### src/isf_pkg.sv
// package of the inertial spi frame logic: frame layout, codes, crc, sample carrier
// assumes a 32-bit msb-first spi frame with a 4-bit check code in the low nibble
package isf_pkg;

    // ----------------------------------------
    // frame layout
    // ----------------------------------------
    localparam int          FRAME_BITS   = 32;
    localparam int          CRC_W        = 4;
    localparam int          COVER_BITS   = FRAME_BITS - CRC_W;
    localparam int          CNT_W        = 6;
    localparam logic [5:0]  FRAME_CNT    = 6'h20;
    localparam logic [5:0]  CNT_SAT      = 6'h21;
    localparam int          SYNC_BIT     = 7;
    localparam int          ALIVE_LSB    = 4;
    localparam int          SEL_LSB      = 8;
    localparam int          RSV_BIT      = 12;
    localparam int          MODE_LSB     = 13;
    localparam int          FLAG_LSB     = 14;
    localparam int          DATA_LSB     = 16;
    localparam int          DATA_W       = 16;

    // ----------------------------------------
    // codes and fixed words
    // ----------------------------------------
    localparam logic [3:0]  CRC_INIT     = 4'ha;
    localparam logic [3:0]  CRC_POLY     = 4'h1;
    localparam logic [2:0]  MODE_READ    = 3'h5;
    localparam logic [31:0] SPI_ERR_WORD = 32'h00000903;
    localparam logic [31:0] CMD_ERR_WORD = 32'h00000a00;
    localparam logic [15:0] FIXED_WORD   = 16'haa55;
    localparam logic [1:0]  FLAG_OK      = 2'h2;
    localparam logic [1:0]  FLAG_ALARM   = 2'h1;
    localparam logic [1:0]  ECHO_MODE    = 2'h2;
    localparam logic [3:0]  SEL_GYRO_X   = 4'h0;
    localparam logic [3:0]  SEL_GYRO_Y   = 4'h2;
    localparam logic [3:0]  SEL_GYRO_Z   = 4'h4;
    localparam logic [3:0]  SEL_ACC_X    = 4'h6;
    localparam logic [3:0]  SEL_ACC_Y    = 4'h8;
    localparam logic [3:0]  SEL_ACC_Z    = 4'ha;
    localparam logic [3:0]  SEL_TEMP1    = 4'hc;
    localparam logic [3:0]  SEL_TEMP2    = 4'hd;
    localparam logic [3:0]  SEL_TDIFF    = 4'he;
    localparam logic [3:0]  SEL_FIXED    = 4'hf;

    // ----------------------------------------
    // carriers
    // ----------------------------------------
    typedef struct packed {
        logic [15:0] gyro_x;
        logic [15:0] gyro_y;
        logic [15:0] gyro_z;
        logic [15:0] acc_x;
        logic [15:0] acc_y;
        logic [15:0] acc_z;
        logic [15:0] temp1;
        logic [15:0] temp2;
    } isf_samples_t;

    typedef struct packed {
        isf_samples_t s;
        logic [15:0]  tdiff;
    } isf_snapshot_t;

    // ----------------------------------------
    // check code, msb first over the covered bits
    // ----------------------------------------
    function automatic logic [3:0] isf_crc4(input logic [27:0] d);
        logic [3:0] c;
        logic       fb;
        c = CRC_INIT;
        for (int i = COVER_BITS - 1; i >= 0; i--)
        begin
            fb = c[3] ^ d[i];
            c  = {c[2:0], 1'b0} ^ (fb ? CRC_POLY : 4'h0);
        end
        return c;
    endfunction

endpackage

### src/isf_buf2.sv
// two-entry valid/ready buffer for response words
// assumes both sides on one clock; ce_i freezes all state
`timescale 1ns/1ps
`default_nettype none

module isf_buf2 #(
    parameter int W     = 32,
    parameter int DEPTH = 2
) (
    input  wire logic         clk_sys_i,
    input  wire logic         rst_i,
    input  wire logic         ce_i,
    input  wire logic         in_valid_i,
    output logic              in_ready_o,
    input  wire logic [W-1:0] in_data_i,
    output logic              out_valid_o,
    input  wire logic         out_ready_i,
    output logic [W-1:0]      out_data_o
);

    // ----------------------------------------
    // storage
    // ----------------------------------------
    logic [W-1:0] mem_r [DEPTH];
    logic         wp_r;
    logic         wp_nxt;
    logic         rp_r;
    logic         rp_nxt;
    logic [1:0]   cnt_r;
    logic [1:0]   cnt_nxt;
    logic         push;
    logic         pop;

    generate
        if (DEPTH != 2 || W < 1)
        begin : g_bad_size
            $error("isf_buf2 serves exactly two entries");
        end
    endgenerate

    assign in_ready_o  = (cnt_r != 2'h2);
    assign out_valid_o = (cnt_r != 2'h0);
    assign out_data_o  = mem_r[rp_r];
    assign push        = in_valid_i && in_ready_o;
    assign pop         = out_valid_o && out_ready_i;

    always_comb
    begin
        wp_nxt  = push ? ~wp_r : wp_r;
        rp_nxt  = pop ? ~rp_r : rp_r;
        cnt_nxt = cnt_r + {1'b0, push} - {1'b0, pop};
    end

    always_ff @(posedge clk_sys_i)
    begin
        if (rst_i)
        begin
            wp_r  <= 1'b0;
            rp_r  <= 1'b0;
            cnt_r <= 2'h0;
        end
        else if (ce_i)
        begin
            wp_r  <= wp_nxt;
            rp_r  <= rp_nxt;
            cnt_r <= cnt_nxt;
            if (push)
                mem_r[wp_r] <= in_data_i;
        end
    end

endmodule

`default_nettype wire

### src/isf_frame.sv
// device-side spi frame logic of an inertial sensor in data monitor mode
// assumes spi pins come from another domain and samples come from clk_sys_i logic
`timescale 1ns/1ps
`default_nettype none

module isf_frame (
    input  wire logic                  clk_sys_i,
    input  wire logic                  rst_i,
    input  wire logic                  ce_i,
    input  wire logic                  frame_select_n_i,
    input  wire logic                  sclk_i,
    input  wire logic                  mosi_i,
    output logic                       miso_o,
    output logic                       miso_oe_o,
    input  wire isf_pkg::isf_samples_t live_samples_i,
    input  wire logic                  alarm_i,
    output logic [1:0]                 keep_alive_counter_o,
    output logic                       capture_armed_o,
    output logic                       frame_error_o
);
    import isf_pkg::*;

    // ----------------------------------------
    // pin synchronisers
    // ----------------------------------------
    logic [2:0] pin_raw;
    logic [2:0] sync1_r;
    logic [2:0] sync2_r;
    logic [2:0] sync3_r;

    assign pin_raw = {frame_select_n_i, sclk_i, mosi_i};

    genvar g;
    generate
        for (g = 0; g < 3; g++)
        begin : g_sync
            always_ff @(posedge clk_sys_i)
            begin
                if (rst_i)
                begin
                    sync1_r[g] <= (g == 2) ? 1'b1 : 1'b0;
                    sync2_r[g] <= (g == 2) ? 1'b1 : 1'b0;
                    sync3_r[g] <= (g == 2) ? 1'b1 : 1'b0;
                end
                else if (ce_i)
                begin
                    sync1_r[g] <= pin_raw[g];
                    sync2_r[g] <= sync1_r[g];
                    sync3_r[g] <= sync2_r[g];
                end
            end
        end
    endgenerate

    logic cs_fall;
    logic cs_rise;
    logic sclk_rise;
    logic sclk_fall;
    logic mosi_s;

    assign cs_fall   = sync3_r[2] && !sync2_r[2];
    assign cs_rise   = !sync3_r[2] && sync2_r[2];
    assign sclk_rise = !sync2_r[2] && !sync3_r[1] && sync2_r[1];
    assign sclk_fall = !sync2_r[2] && sync3_r[1] && !sync2_r[1];
    assign mosi_s    = sync2_r[0];

    // ----------------------------------------
    // response buffer
    // ----------------------------------------
    logic        buf_in_ready;
    logic        buf_out_valid;
    logic [31:0] buf_out_data;
    logic        pend_r;
    logic        pend_nxt;
    logic [31:0] pend_word_r;
    logic [31:0] pend_word_nxt;

    isf_buf2 #(
        .W     (FRAME_BITS),
        .DEPTH (2)
    ) u_buf (
        .clk_sys_i   (clk_sys_i),
        .rst_i       (rst_i),
        .ce_i        (ce_i),
        .in_valid_i  (pend_r),
        .in_ready_o  (buf_in_ready),
        .in_data_i   (pend_word_r),
        .out_valid_o (buf_out_valid),
        .out_ready_i (cs_fall),
        .out_data_o  (buf_out_data)
    );

    // ----------------------------------------
    // frame state
    // ----------------------------------------
    logic [31:0]   rx_r;
    logic [31:0]   rx_nxt;
    logic [5:0]    cnt_r;
    logic [5:0]    cnt_nxt;
    logic          last_r;
    logic          last_nxt;
    logic [31:0]   tx_r;
    logic [31:0]   tx_nxt;
    logic          miso_r;
    logic          miso_nxt;
    logic          oe_r;
    logic          oe_nxt;
    logic          armed_r;
    logic          armed_nxt;
    logic [1:0]    alive_r;
    logic [1:0]    alive_nxt;
    logic          err_r;
    logic          err_nxt;
    isf_snapshot_t snap_r;
    isf_snapshot_t snap_nxt;

    // ----------------------------------------
    // frame decode
    // ----------------------------------------
    logic [5:0]  pad_sh;
    logic [31:0] word;
    logic        count_bad;
    logic        crc_bad;
    logic        cmd_bad;
    logic        sel_ok;
    logic [3:0]  sel;
    logic [15:0] data_sel;
    logic [27:0] resp_body;

    always_comb
    begin
        pad_sh = FRAME_CNT - cnt_r;
        word   = rx_r;
        if (cnt_r < FRAME_CNT)
            word = (rx_r << pad_sh) | (last_r ? ((32'h1 << pad_sh) - 32'h1) : 32'h0);
        sel       = word[SEL_LSB +: 4];
        count_bad = (cnt_r != FRAME_CNT);
        crc_bad   = (word[CRC_W-1:0] != isf_crc4(word[FRAME_BITS-1:CRC_W]));
        sel_ok    = !sel[0] || (sel == SEL_TEMP2) || (sel == SEL_FIXED);
        cmd_bad   = (word[FRAME_BITS-1:DATA_LSB] != 16'h0)
                 || (word[MODE_LSB +: 3] != MODE_READ)
                 || word[RSV_BIT]
                 || (word[SYNC_BIT-1:CRC_W] != 3'h0)
                 || !sel_ok;
        case (sel)
            SEL_GYRO_X: data_sel = snap_r.s.gyro_x;
            SEL_GYRO_Y: data_sel = snap_r.s.gyro_y;
            SEL_GYRO_Z: data_sel = snap_r.s.gyro_z;
            SEL_ACC_X:  data_sel = snap_r.s.acc_x;
            SEL_ACC_Y:  data_sel = snap_r.s.acc_y;
            SEL_ACC_Z:  data_sel = snap_r.s.acc_z;
            SEL_TEMP1:  data_sel = snap_r.s.temp1;
            SEL_TEMP2:  data_sel = snap_r.s.temp2;
            SEL_TDIFF:  data_sel = snap_r.tdiff;
            SEL_FIXED:  data_sel = FIXED_WORD;
            default:    data_sel = 16'h0;
        endcase
        resp_body = {data_sel,
                     alarm_i ? FLAG_ALARM : FLAG_OK,
                     ECHO_MODE, sel, word[SYNC_BIT], 1'b0,
                     alive_r};
    end

    // ----------------------------------------
    // next state
    // ----------------------------------------
    always_comb
    begin
        rx_nxt        = rx_r;
        cnt_nxt       = cnt_r;
        last_nxt      = last_r;
        tx_nxt        = tx_r;
        miso_nxt      = miso_r;
        oe_nxt        = oe_r;
        armed_nxt     = armed_r;
        alive_nxt     = alive_r;
        err_nxt       = err_r;
        snap_nxt      = snap_r;
        pend_nxt      = pend_r && !buf_in_ready;
        pend_word_nxt = pend_word_r;

        if (cs_fall)
        begin
            rx_nxt   = 32'h0;
            cnt_nxt  = 6'h0;
            tx_nxt   = buf_out_valid ? buf_out_data : 32'h0;
            miso_nxt = tx_nxt[FRAME_BITS-1];
            oe_nxt   = 1'b1;
            if (armed_r)
            begin
                snap_nxt.s     = live_samples_i;
                snap_nxt.tdiff = live_samples_i.temp1 - live_samples_i.temp2;
            end
        end
        if (sclk_rise)
        begin
            rx_nxt   = {rx_r[FRAME_BITS-2:0], (cnt_r < FRAME_CNT) ? mosi_s : 1'b0};
            last_nxt = mosi_s;
            if (cnt_r != CNT_SAT)
                cnt_nxt = cnt_r + 6'h1;
        end
        if (sclk_fall)
        begin
            tx_nxt   = {tx_r[FRAME_BITS-2:0], 1'b0};
            miso_nxt = tx_nxt[FRAME_BITS-1];
        end
        if (cs_rise)
        begin
            oe_nxt   = 1'b0;
            miso_nxt = 1'b0;
            pend_nxt = 1'b1;
            if (count_bad || crc_bad)
            begin
                pend_word_nxt = SPI_ERR_WORD;
                err_nxt       = 1'b1;
            end
            else if (cmd_bad)
            begin
                pend_word_nxt = CMD_ERR_WORD;
                err_nxt       = 1'b1;
            end
            else
            begin
                pend_word_nxt = {resp_body, isf_crc4(resp_body)};
                err_nxt       = 1'b0;
                armed_nxt     = word[SYNC_BIT];
                alive_nxt     = alive_r + 2'h1;
            end
        end
    end

    // ----------------------------------------
    // registers
    // ----------------------------------------
    always_ff @(posedge clk_sys_i)
    begin
        if (rst_i)
        begin
            rx_r        <= 32'h0;
            cnt_r       <= 6'h0;
            last_r      <= 1'b0;
            tx_r        <= 32'h0;
            miso_r      <= 1'b0;
            oe_r        <= 1'b0;
            armed_r     <= 1'b1;
            alive_r     <= 2'h0;
            err_r       <= 1'b0;
            snap_r      <= '0;
            pend_r      <= 1'b0;
            pend_word_r <= 32'h0;
        end
        else if (ce_i)
        begin
            rx_r        <= rx_nxt;
            cnt_r       <= cnt_nxt;
            last_r      <= last_nxt;
            tx_r        <= tx_nxt;
            miso_r      <= miso_nxt;
            oe_r        <= oe_nxt;
            armed_r     <= armed_nxt;
            alive_r     <= alive_nxt;
            err_r       <= err_nxt;
            snap_r      <= snap_nxt;
            pend_r      <= pend_nxt;
            pend_word_r <= pend_word_nxt;
        end
    end

    assign miso_o               = miso_r;
    assign miso_oe_o            = oe_r;
    assign keep_alive_counter_o = alive_r;
    assign capture_armed_o      = armed_r;
    assign frame_error_o        = err_r;

endmodule

`default_nettype wire

### config.mk
export PLATFORM = sky130hd
export DESIGN_NAME = isf_frame
export DESIGN_NICKNAME = d
export VERILOG_FILES = /design/src/isf_pkg.sv /design/src/isf_buf2.sv /design/src/isf_frame.sv
export SDC_FILE = /design/constraint.sdc
export NUM_CORES = 1
export LEC_CHECK = 0
export BUFFER_PORTS_ARGS = -buffer_cell sky130_fd_sc_hd__buf_4
export CAP_MARGIN = 30
export CORE_MARGIN = 2
export CORE_UTILIZATION = 45
export CTS_CLUSTER_DIAMETER = 200
export DETAILED_ROUTE_END_ITERATION = 7
export SYNTH_ARGS = -nofsm -noshare
export SYNTH_HDL_FRONTEND = slang
export SYNTH_SLANG_ARGS = --single-unit
### constraint.sdc
create_clock -name clk_sys_i -period 6.37 [get_ports clk_sys_i]
set_clock_uncertainty 0.05 [all_clocks]
set_input_delay 1.5925 -clock clk_sys_i [delete_from_list [all_inputs] [get_ports clk_sys_i]]
set_output_delay 1.5925 -clock clk_sys_i [all_outputs]
set_load 0.005 [all_outputs]
==> results.json, run 1 <==
{
  "routed-via-count": 17420,
  "antenna_left": 0,
  "syn-num-nets": 2384,
  "cts_resized": 0,
  "io_pins": 141,
  "cp_slowest_stage_delay_ns": 0.49,
  "wl_um": 65480,
  "initial_core_util_pct": 45.43,
  "setup_tns_ns": 0,
  "antenna_found_initial": 0,
  "fmax_mhz": 166.6,
  "period_needed_ns": 6.002,
  "status": "finished clean",
  "wire_per_inst_um": 23.10,
  "clock_sink_count": 324,
  "avgSynthCellArea_um2": 8.311,
  "viasPerCell": 6.144,
  "dp_hpwl_um": 47210,
  "path_common_cell": "buf_4",
  "grt-ovfl-total": 0,
  "maxCapViolCount": 0,
  "worstMarginPinSlew_ns": 0.9508,
  "setup_viol": 0,
  "area_growth_pct": 14.26,
  "drtIter0Drc": 1763,
  "criticalPathCategory": "reg2reg",
  "start_kind": "flip-flop",
  "cp-startpoint": "cnt_r[0]",
  "ys_ff_latch": 324,
  "whs_ns": 0.4035,
  "final_common_cell": "nand2_1",
  "cts-root-buf": "clkbuf_16",
  "io_buffer_count": 140,
  "cts_setup_buffers": 0,
  "drc": 0,
  "period_share_pct": 94.23,
  "critPathCaptureType": "flip-flop",
  "grt_pass1_wl_um": 98280,
  "hp-start": "snap_r[43]",
  "grt_max_degree": 108,
  "design.core.area_um2": 40650,
  "fin_util_pct": 51.91,
  "max_slew_margin_pct": 36.46,
  "synthCells": 2222,
  "ir_drop_v": 0.0002024,
  "critical-path-slowest-cell": "a21oi_1",
  "insertedDiodeCount": 0,
  "dieArea_um2": 42670,
  "gp_congestion": 0.9927,
  "ys_seq_area_share_pct": 38.38,
  "reg2reg_from": "cnt_r[0]",
  "drive_gt1_share_pct": 15.72,
  "crit_fanout": 30,
  "clkTransAtPathRegs_ns": 0.06,
  "r2r-end": "keep_alive_counter_o[0]",
  "die_w_um": 206.6,
  "worstPathCellList": "inv_2 -> ha_1 -> buf_4 -> nand2b_1 -> buf_4 -> o32a_1 -> a21oi_1 -> nand2_1 -> ha_1 -> and2_1 -> a41o_1 -> a21oi_2 -> buf_4 -> xnor3_1 -> xnor3_1 -> a2111oi_4 -> buf_4 -> nand3_2 -> xnor2_1 -> nor2_1",
  "insertion_delay_ns": 0.53,
  "finalNonFillerCells": 2835,
  "r2r.worst_path.cells": 20,
  "rsz0062_at_grt": "false",
  "placed_cells": 2772,
  "num_rows": 74,
  "cts_inserted_buffers": 37,
  "cp.arrival_ns": 6.34,
  "synthFlopType": "dfxtp_1",
  "async_flop_share_pct": 0,
  "hold_depth": 2,
  "synth_edf_count": 60,
  "power_density_nw_per_um2": 210.0,
  "cts_tree": "done",
  "grt_pass1_vias": 16040,
  "p_leak_nw": 7.642,
  "htree_levels": 2,
  "dr.pass1.iters": 5,
  "min_path_type": "reg2reg",
  "final-hold-violation-count": 0,
  "final_cell_mix": "nand2_1, dfxtp_1, a21oi_1, buf_4, nor2_1",
  "yosys_warnings": 0,
  "synth_area_um2": 18470,
  "ys_types": 96,
  "worstPathRequired_ns": 6.71,
  "cts_buffer_depth": 3,
  "final_nets": 2442,
  "hold_end": "snap_r[43]",
  "hold_buffers": 0,
  "r2r_slack_ns": 0.37,
  "gr-usage-all-layers_pct": 30.23,
  "slew_viol_final": 0,
  "fp.dieH_um": 206.6
}
-- worst max-delay path by stage --
stage / endpoint / slack (ns)
final: keep_alive_counter_o[0] / 0.37
after detailed placement: keep_alive_counter_o[0] / 0.50
after global placement: pend_word_r[0] / 0.39
after global routing: keep_alive_counter_o[0] / 0.08
after floorplan: capture_armed_o / 0.68
after CTS: keep_alive_counter_o[0] / 0.48
-- routing by layer --
layer / vias to the layer above / global-route usage (%) / share of wire [%]
met5: - / 0 / 0
met4: 0 / 8.801 / 2.6
met3: 109 / 3.658 / 7.0
met2: 678 / 44.25 / 43
met1: 8479 / 46.30 / 48
li1: 8152 / - / -
-- kinds of logic after synthesis --
logic type	Yosys count	synth area share, %
xor+xnor	63	3.625
simple gates	855	20.60
fa+ha+maj	27	1.870
flops	324	38.38
mux	134	9.289
compound gates	582	21.02
buf+inv	237	5.210
-- report_power, final --
| group | switching (mW) | total (mW) | internal, mW |
|---|---|---|---|
| clock network | 0.830 | 1.95 | 1.12 |
| registers | 0.0269 | 2.15 | 2.12 |
| logic | 0.187 | 0.329 | 0.142 |
-- metrics by stage --
step                area, um^2  power, mW  worst slack, ns
floorplan                18470      2.377           0.6846
global placement         19990      2.515           0.3947
detailed placement       19990      2.518           0.4977
CTS                      21070      4.466           0.4751
global route             21100      4.580          0.08348
finish                   21100      4.430           0.3676
-- registers in the layout, summed over array words and instances, names as in the netlist, 3 cells and up, named ones only --
register	flops
rx_r	32
sync1_r	3
tx_r	31
snap_r	144
u_buf.mem_r	60
pend_word_r	30
cnt_r	6
-- worst max-delay path, delay by kind of cell, from the launching register on --
| family | cells | cell delay, ns |
|---|---|---|
| buffers and inverters | 5 | 1.39 |
| AO/OA/AOI/OAI | 5 | 1.48 |
| XOR/XNOR | 3 | 1.15 |
| AND/OR/NAND/NOR | 5 | 0.86 |
| adder cells (fa/ha/maj) | 2 | 0.57 |
| flip-flops | 1 | 0.36 |
-- synth_stat cells, drive strengths merged (14+ instances only) --
cell	number	area share (%)
a221oi	36	1.7
mux4	26	3.2
mux2i	69	3.7
a211oi	21	0.85
clkbuf	134	2.7
ha	26	1.8
nand3	71	2.0
and3	22	0.75
edfxtp	60	9.8
nand2	462	9.4
nor3	64	1.8
inv	51	1.0
a31oi	24	0.81
mux2	39	2.4
xnor2	43	2.0
buf	52	1.4
nor2	127	2.6
nand4	30	1.0
o211ai	21	0.93
a21oi	253	6.9
dfxtp	264	29
and2	14	0.47
o21ai	55	1.5
-- layout make-up --
class,instances,area (um^2)
sequential,324,7089
tap,532,665.6
fill,3850,19550
multi-input combinational,1661,10490
timing repair buffer,205,1588
clock buffer,50,984.7
clock inverter,12,92.59
inverter,51,191.4
(Power assumes the default switching activity.)
==> run 2, diff against run 1 <==
--- a/config.mk
+++ b/config.mk
@@ -5,7 +5,8 @@
 export SDC_FILE = /design/constraint.sdc
 export NUM_CORES = 1
 export LEC_CHECK = 0
-export BUFFER_PORTS_ARGS = -buffer_cell sky130_fd_sc_hd__buf_4
+export ABC_AREA = 1
+export BUFFER_PORTS_ARGS = -buffer_cell sky130_fd_sc_hd__buf_2
 export CAP_MARGIN = 30
 export CORE_MARGIN = 2
 export CORE_UTILIZATION = 45
==> run 2 against run 1 <==
Net effect:
- cell count up 17%
- utilization down 0.99 points
- power up 6.1%
- register-to-register slack better by 1.1 ns
- non-clock buffer count down 37
- combinational power up 12%
- setup slack better by 1.1 ns
- sequential power about the same
- global-route usage down 1.5 points
- synthesized area up 0.35%
- cell area down 1.7%
- sequential cell count unchanged
- critical endpoint is now keep_alive_counter_o[1]
==> results.json, run 2 <==
{
  "syn-num-nets": 2855,
  "cts_setup_buffers": 0,
  "critical-path-slowest-cell": "buf_4",
  "setup_viol": 0,
  "whs_ns": 0.4024,
  "total_power_mw": 4.700,
  "slew_viol_final": 0,
  "dr.pass1.iters": 6,
  "yosys.area.top_type": "dfxtp_1",
  "drtIter0Drc": 1774,
  "antenna_found_initial": 0,
  "grt_pass1_wl_um": 94340,
  "period_share_pct": 77.33,
  "clkTransAtPathRegs_ns": 0.06,
  "ys_seq_area_share_pct": 38.24,
  "num_rows": 74,
  "gr-usage-all-layers_pct": 28.76,
  "cts_inserted_buffers": 36,
  "final_cell_mix": "nand2_1, inv_1, a21oi_1, dfxtp_1, nor2_1",
  "cts_resized": 0,
  "avgSynthCellArea_um2": 6.881,
  "synthFlopType": "dfxtp_1",
  "synth_area_um2": 18530,
  "p_leak_nw": 8.678,
  "path_common_cell": "nand2_1",
  "drive_gt1_share_pct": 12.04,
  "cp_slowest_stage_delay_ns": 0.45,
  "initial_core_util_pct": 45.49,
  "final_nets": 2919,
  "io_pins": 141,
  "synth_edf_count": 60,
  "worstPathRequired_ns": 6.75,
  "wire_per_inst_um": 18.77,
  "period_needed_ns": 4.926,
  "fp.dieH_um": 206.9,
  "cts-root-buf": "clkbuf_16",
  "setup_tns_ns": 0,
  "async_flop_share_pct": 0,
  "final-hold-violation-count": 0,
  "power_density_nw_per_um2": 226.6,
  "grt_max_degree": 96,
  "insertion_delay_ns": 0.55,
  "yosysMostFrequentCell": "nand2_1",
  "fmax_mhz": 203.0,
  "design.core.area_um2": 40740,
  "insertedDiodeCount": 0,
  "cp.arrival_ns": 5.30,
  "ys_types": 55,
  "wl_um": 62210,
  "criticalPathCategory": "reg2reg",
  "reg.largest.list": "snap_r (144), u_buf.mem_r (60), rx_r (32)",
  "maxCapViolCount": 0,
  "grt-ovfl-total": 0,
  "hold_buffers": 0,
  "yosys_warnings": 0,
  "routed-via-count": 18110,
  "io_buffer_count": 140,
  "cts_tree": "done",
  "synth_common_cells": "nand2_1, inv_1, a21oi_1, nor2_1, dfxtp_1",
  "dp_hpwl_um": 46800,
  "viasPerCell": 5.466,
  "largest_reg_flops": 144,
  "worstMarginPinSlew_ns": 0.8690,
  "area_growth_pct": 11.94,
  "cts_buffer_depth": 3,
  "dieArea_um2": 42820,
  "synthTopCellsByArea": "dfxtp_1, nand2_1, edfxtp_1, a21oi_1, inv_1",
  "start_kind": "flip-flop",
  "regMostFlops": "snap_r",
  "die_w_um": 206.9,
  "htree_levels": 2,
  "crit_fanout": 46,
  "synth_top_cell_area_share_pct": 28.52,
  "status": "finished clean",
  "synthCells": 2693,
  "min_path_type": "reg2reg",
  "ys_ff_latch": 324,
  "final_common_cell": "nand2_1",
  "clock_sink_count": 324,
  "rsz0062_at_grt": "false",
  "max_slew_margin_pct": 42.07,
  "critPathCaptureType": "flip-flop",
  "antenna_left": 0,
  "ir_drop_v": 0.0001842,
  "grt_pass1_vias": 16510,
  "drc": 0,
  "gp_congestion": 0.9672
}
run 2: logic make-up after synthesis:
family                     count (synthesis)  share of synthesized area, %
AOI/OAI and AO/OA                        630                         18.66
adders and majority gates                 27                         1.863
xor gates and xnor gates                  21                        0.9925
buffers and inverters                    451                         9.905
muxes                                     41                         2.215
and+or+nand+nor                         1199                         28.13
DFF                                      324                         38.24
run 2: worst max-delay path: cells and delay by family (launching register included):
family          cells  cell delay, ns
buf+inv             5            1.28
simple gates       21            2.78
compound gates      2            0.36
flops               1            0.29
run 2: worst paths after layout:
path              startpoint                       to  slack (ns)  depth (start not counted)
setup / recovery    cnt_r[5]  keep_alive_counter_o[1]        1.44                         28
hold reg to reg   u_buf.rp_r               u_buf.rp_r        0.40                          1
hold / removal    u_buf.rp_r               u_buf.rp_r        0.40                          1
setup reg to reg    cnt_r[5]  keep_alive_counter_o[1]        1.44                         28
run 2: cell type report:
type                       count  area (um^2)
tap                          532        665.6
timing repair buffer         168        982.2
clock buffer                  54         1050
fill                        4140        20000
sequential                   324         7087
multi-input combinational   1918         9629
clock inverter                 9        167.7
inverter                     309         1162
run 2: power breakdown:
group	internal, mW	leakage [nW]	total (mW)	switching, mW
clock network	1.34	0.594	2.18	0.839
registers	2.13	2.69	2.15	0.0254
logic	0.128	5.39	0.370	0.242
total	3.59	8.68	4.70	1.11
run 2: metrics by stage:
stage / utilization [%] / worst slack (ns) / std cells / instance area (um^2)
2_1_floorplan: - / 1.799 / 2693 / 18530
3_3_place_gp: 47.70 / 1.526 / 3247 / 19430
3_5_place_dp: 47.86 / 1.504 / 3250 / 19500
4_1_cts: 50.85 / 1.489 / 3313 / 20720
5_1_grt: 50.92 / 0.8815 / 3314 / 20740
6_report: 50.92 / 1.444 / 3314 / 20740
run 2: routing by layer:
layer / part of all wire [%] / routed length, um / track usage, %
met5: 0 / 0 / 0
met4: 2.2 / 1390 / 7.624
met3: 7.8 / 4862 / 5.667
met2: 42 / 26380 / 42.44
met1: 48 / 29580 / 42.59
==> run 3, diff against run 2 <==
==> constraint.sdc (replaced) <==
create_clock -name clk_sys_i -period 4.31 [get_ports clk_sys_i]
set_clock_uncertainty 0.05 [all_clocks]
set_input_delay 1.0775 -clock clk_sys_i [delete_from_list [all_inputs] [get_ports clk_sys_i]]
set_output_delay 1.0775 -clock clk_sys_i [all_outputs]
set_load 0.005 [all_outputs]
==> run 3 against run 2 <==
Net effect:
- sequential power grew 48%
- largest power group is now registers
- wire length grew 1.3%
- utilization grew 1.8 points
- highest routed layer unchanged
- sequential share of layout area shrank 1.2 points
- cell area grew 3.5%
- combinational power grew 52%
- first-iteration DRC count grew 2.4%
- critical path depth is the same
- maximum frequency grew 21%
- worst hold slack gained 0.0053 ns
- count of clock-buffer cells in the layout shrank 8
- setup slack lost 1.2 ns
==> results.json, run 3 (synthesis gave the netlist of run 2 again) <==
{
  "criticalPathCategory": "reg2reg",
  "switching_power_mw": 1.686,
  "cp.arrival_ns": 4.47,
  "cts-root-buf": "clkbuf_16",
  "io_buffer_count": 140,
  "antenna_found_initial": 0,
  "period_needed_ns": 4.077,
  "grt_max_degree": 202,
  "reg.largest.list": "snap_r (144), u_buf.mem_r (60), rx_r (32)",
  "drc": 0,
  "slew_viol_final": 0,
  "min_path_type": "reg2reg",
  "insertedDiodeCount": 0,
  "clkTransAtPathRegs_ns": 0.06,
  "final-hold-violation-count": 0,
  "period_share_pct": 94.59,
  "grt_pass1_vias": 16650,
  "multi_input_area_um2": 9772,
  "cp_top_family": "simple AND/OR/NAND/NOR gates",
  "grt_pass1_wl_um": 95540,
  "path_common_cell": "nand2_1",
  "critPathCaptureType": "flip-flop",
  "regMostFlops": "snap_r",
  "cts_tree": "done",
  "power_density_nw_per_um2": 322.4,
  "p_leak_nw": 9.048,
  "ir_drop_v": 0.0002470,
  "gr-usage-all-layers_pct": 28.76,
  "worstPathRequired_ns": 4.71,
  "gp_congestion": 0.9277,
  "fp.dieH_um": 206.9,
  "wl_um": 63000,
  "hold_buffers": 0,
  "post-route-cell-area_um2": 21480,
  "setup_viol": 0,
  "worstMarginPinSlew_ns": 0.9676,
  "die_w_um": 206.9,
  "drtIter0Drc": 1816,
  "dr.pass1.iters": 8,
  "final_cell_mix": "nand2_1, inv_1, a21oi_1, dfxtp_1, nor2_1",
  "crit_buf_inv": 4,
  "dp_hpwl_um": 47200,
  "critical-path-slowest-cell": "dfxtp_1",
  "status": "finished clean",
  "seq_area_um2": 7087,
  "drive_gt1_share_pct": 15.72,
  "insertion_delay_ns": 0.53,
  "area_growth_pct": 15.89,
  "cp_slowest_stage_delay_ns": 0.32,
  "antenna_left": 0,
  "dieArea_um2": 42820,
  "power_frac_comb_pct": 8.1,
  "final_common_cell": "nand2_1",
  "routed-via-count": 18510,
  "crit_fanout": 21,
  "num_rows": 74,
  "cts_inserted_buffers": 37,
  "wire_per_inst_um": 18.56,
  "grt-ovfl-total": 0,
  "seq_power_share_pct": 45.9,
  "start_kind": "flip-flop",
  "largest_reg_flops": 144,
  "post_dp_cell_area_um2": 20070,
  "fmax_mhz": 245.3,
  "power.internal_mw": 5.238,
  "clock_sink_count": 324,
  "io_pins": 141,
  "maxCapViolCount": 0,
  "cts_buffer_depth": 3,
  "n_fill_cell": 4125,
  "whs_ns": 0.4077,
  "htree_levels": 2,
  "viasPerCell": 5.454,
  "initial_core_util_pct": 45.49,
  "max_slew_margin_pct": 35.49,
  "p_clk_share_pct": 45.9,
  "design.core.area_um2": 40740,
  "final_nets": 2996,
  "swShare_pct": 24.35
}
[run 3: per-layer routing]
metal | share of wire, % | up-vias | global-route usage, % | wire length [um]
li1 | - | 9117 | - | -
met1 | 48 | 8658 | 44.04 | 30450
met2 | 43 | 664 | 43.18 | 27210
met3 | 6.6 | 73 | 3.046 | 4162
met4 | 1.9 | 0 | 6.611 | 1179
met5 | 0 | - | 0 | 0
[run 3: path summary, 6_finish.rpt]
kind	slack, ns	to	cells after the start	startpoint
setup / recovery	0.23	pend_word_r[22]	28	cnt_r[0]
hold / removal	0.41	u_buf.rp_r	1	u_buf.rp_r
setup reg to reg	0.23	pend_word_r[22]	28	cnt_r[0]
hold reg to reg	0.41	u_buf.rp_r	1	u_buf.rp_r
[run 3: timing repair]
action / in CTS / in global routing
gates resized for setup: 0 / 38
buffers inserted: 0 / 5
setup endpoints to repair: 0 / 34
[run 3: stage by stage]
step | utilization [%] | total power, mW | instances | TNS (ns) | setup WS, ns
finish | 52.72 | 6.924 | 3394 | 0 | 0.2331
global route | 52.72 | 7.150 | 3394 | -0.04433 | -0.01752
CTS | 52.26 | 6.958 | 3387 | 0 | 0.02459
detailed placement | 49.26 | 3.797 | 3320 | -0.06672 | -0.06672
global placement | 49.13 | 3.784 | 3318 | 0 | 0.08273
floorplan | - | 3.580 | 2693 | 0 | 0.05486
[run 3: power groups by stage]
stage          Sequential (mW)  Clock (mW)  Combinational [mW]
2_1_floorplan             3.23           0               0.348
3_3_place_gp              3.24           0               0.540
3_5_place_dp              3.24           0               0.553
4_1_cts                   3.18        3.22               0.556
5_1_grt                   3.18        3.34               0.624
6_report                  3.18        3.18               0.563
[run 3: area by class of cell]
class | count | share of cell area [%]
multi-input cells | 1920 | 45.50
well taps | 532 | 3.099
clock inverters | 21 | 1.025
repair buffers | 242 | 7.294
inverters | 309 | 5.430
clock buffers | 46 | 4.655
flip-flops and latches | 324 | 33.00
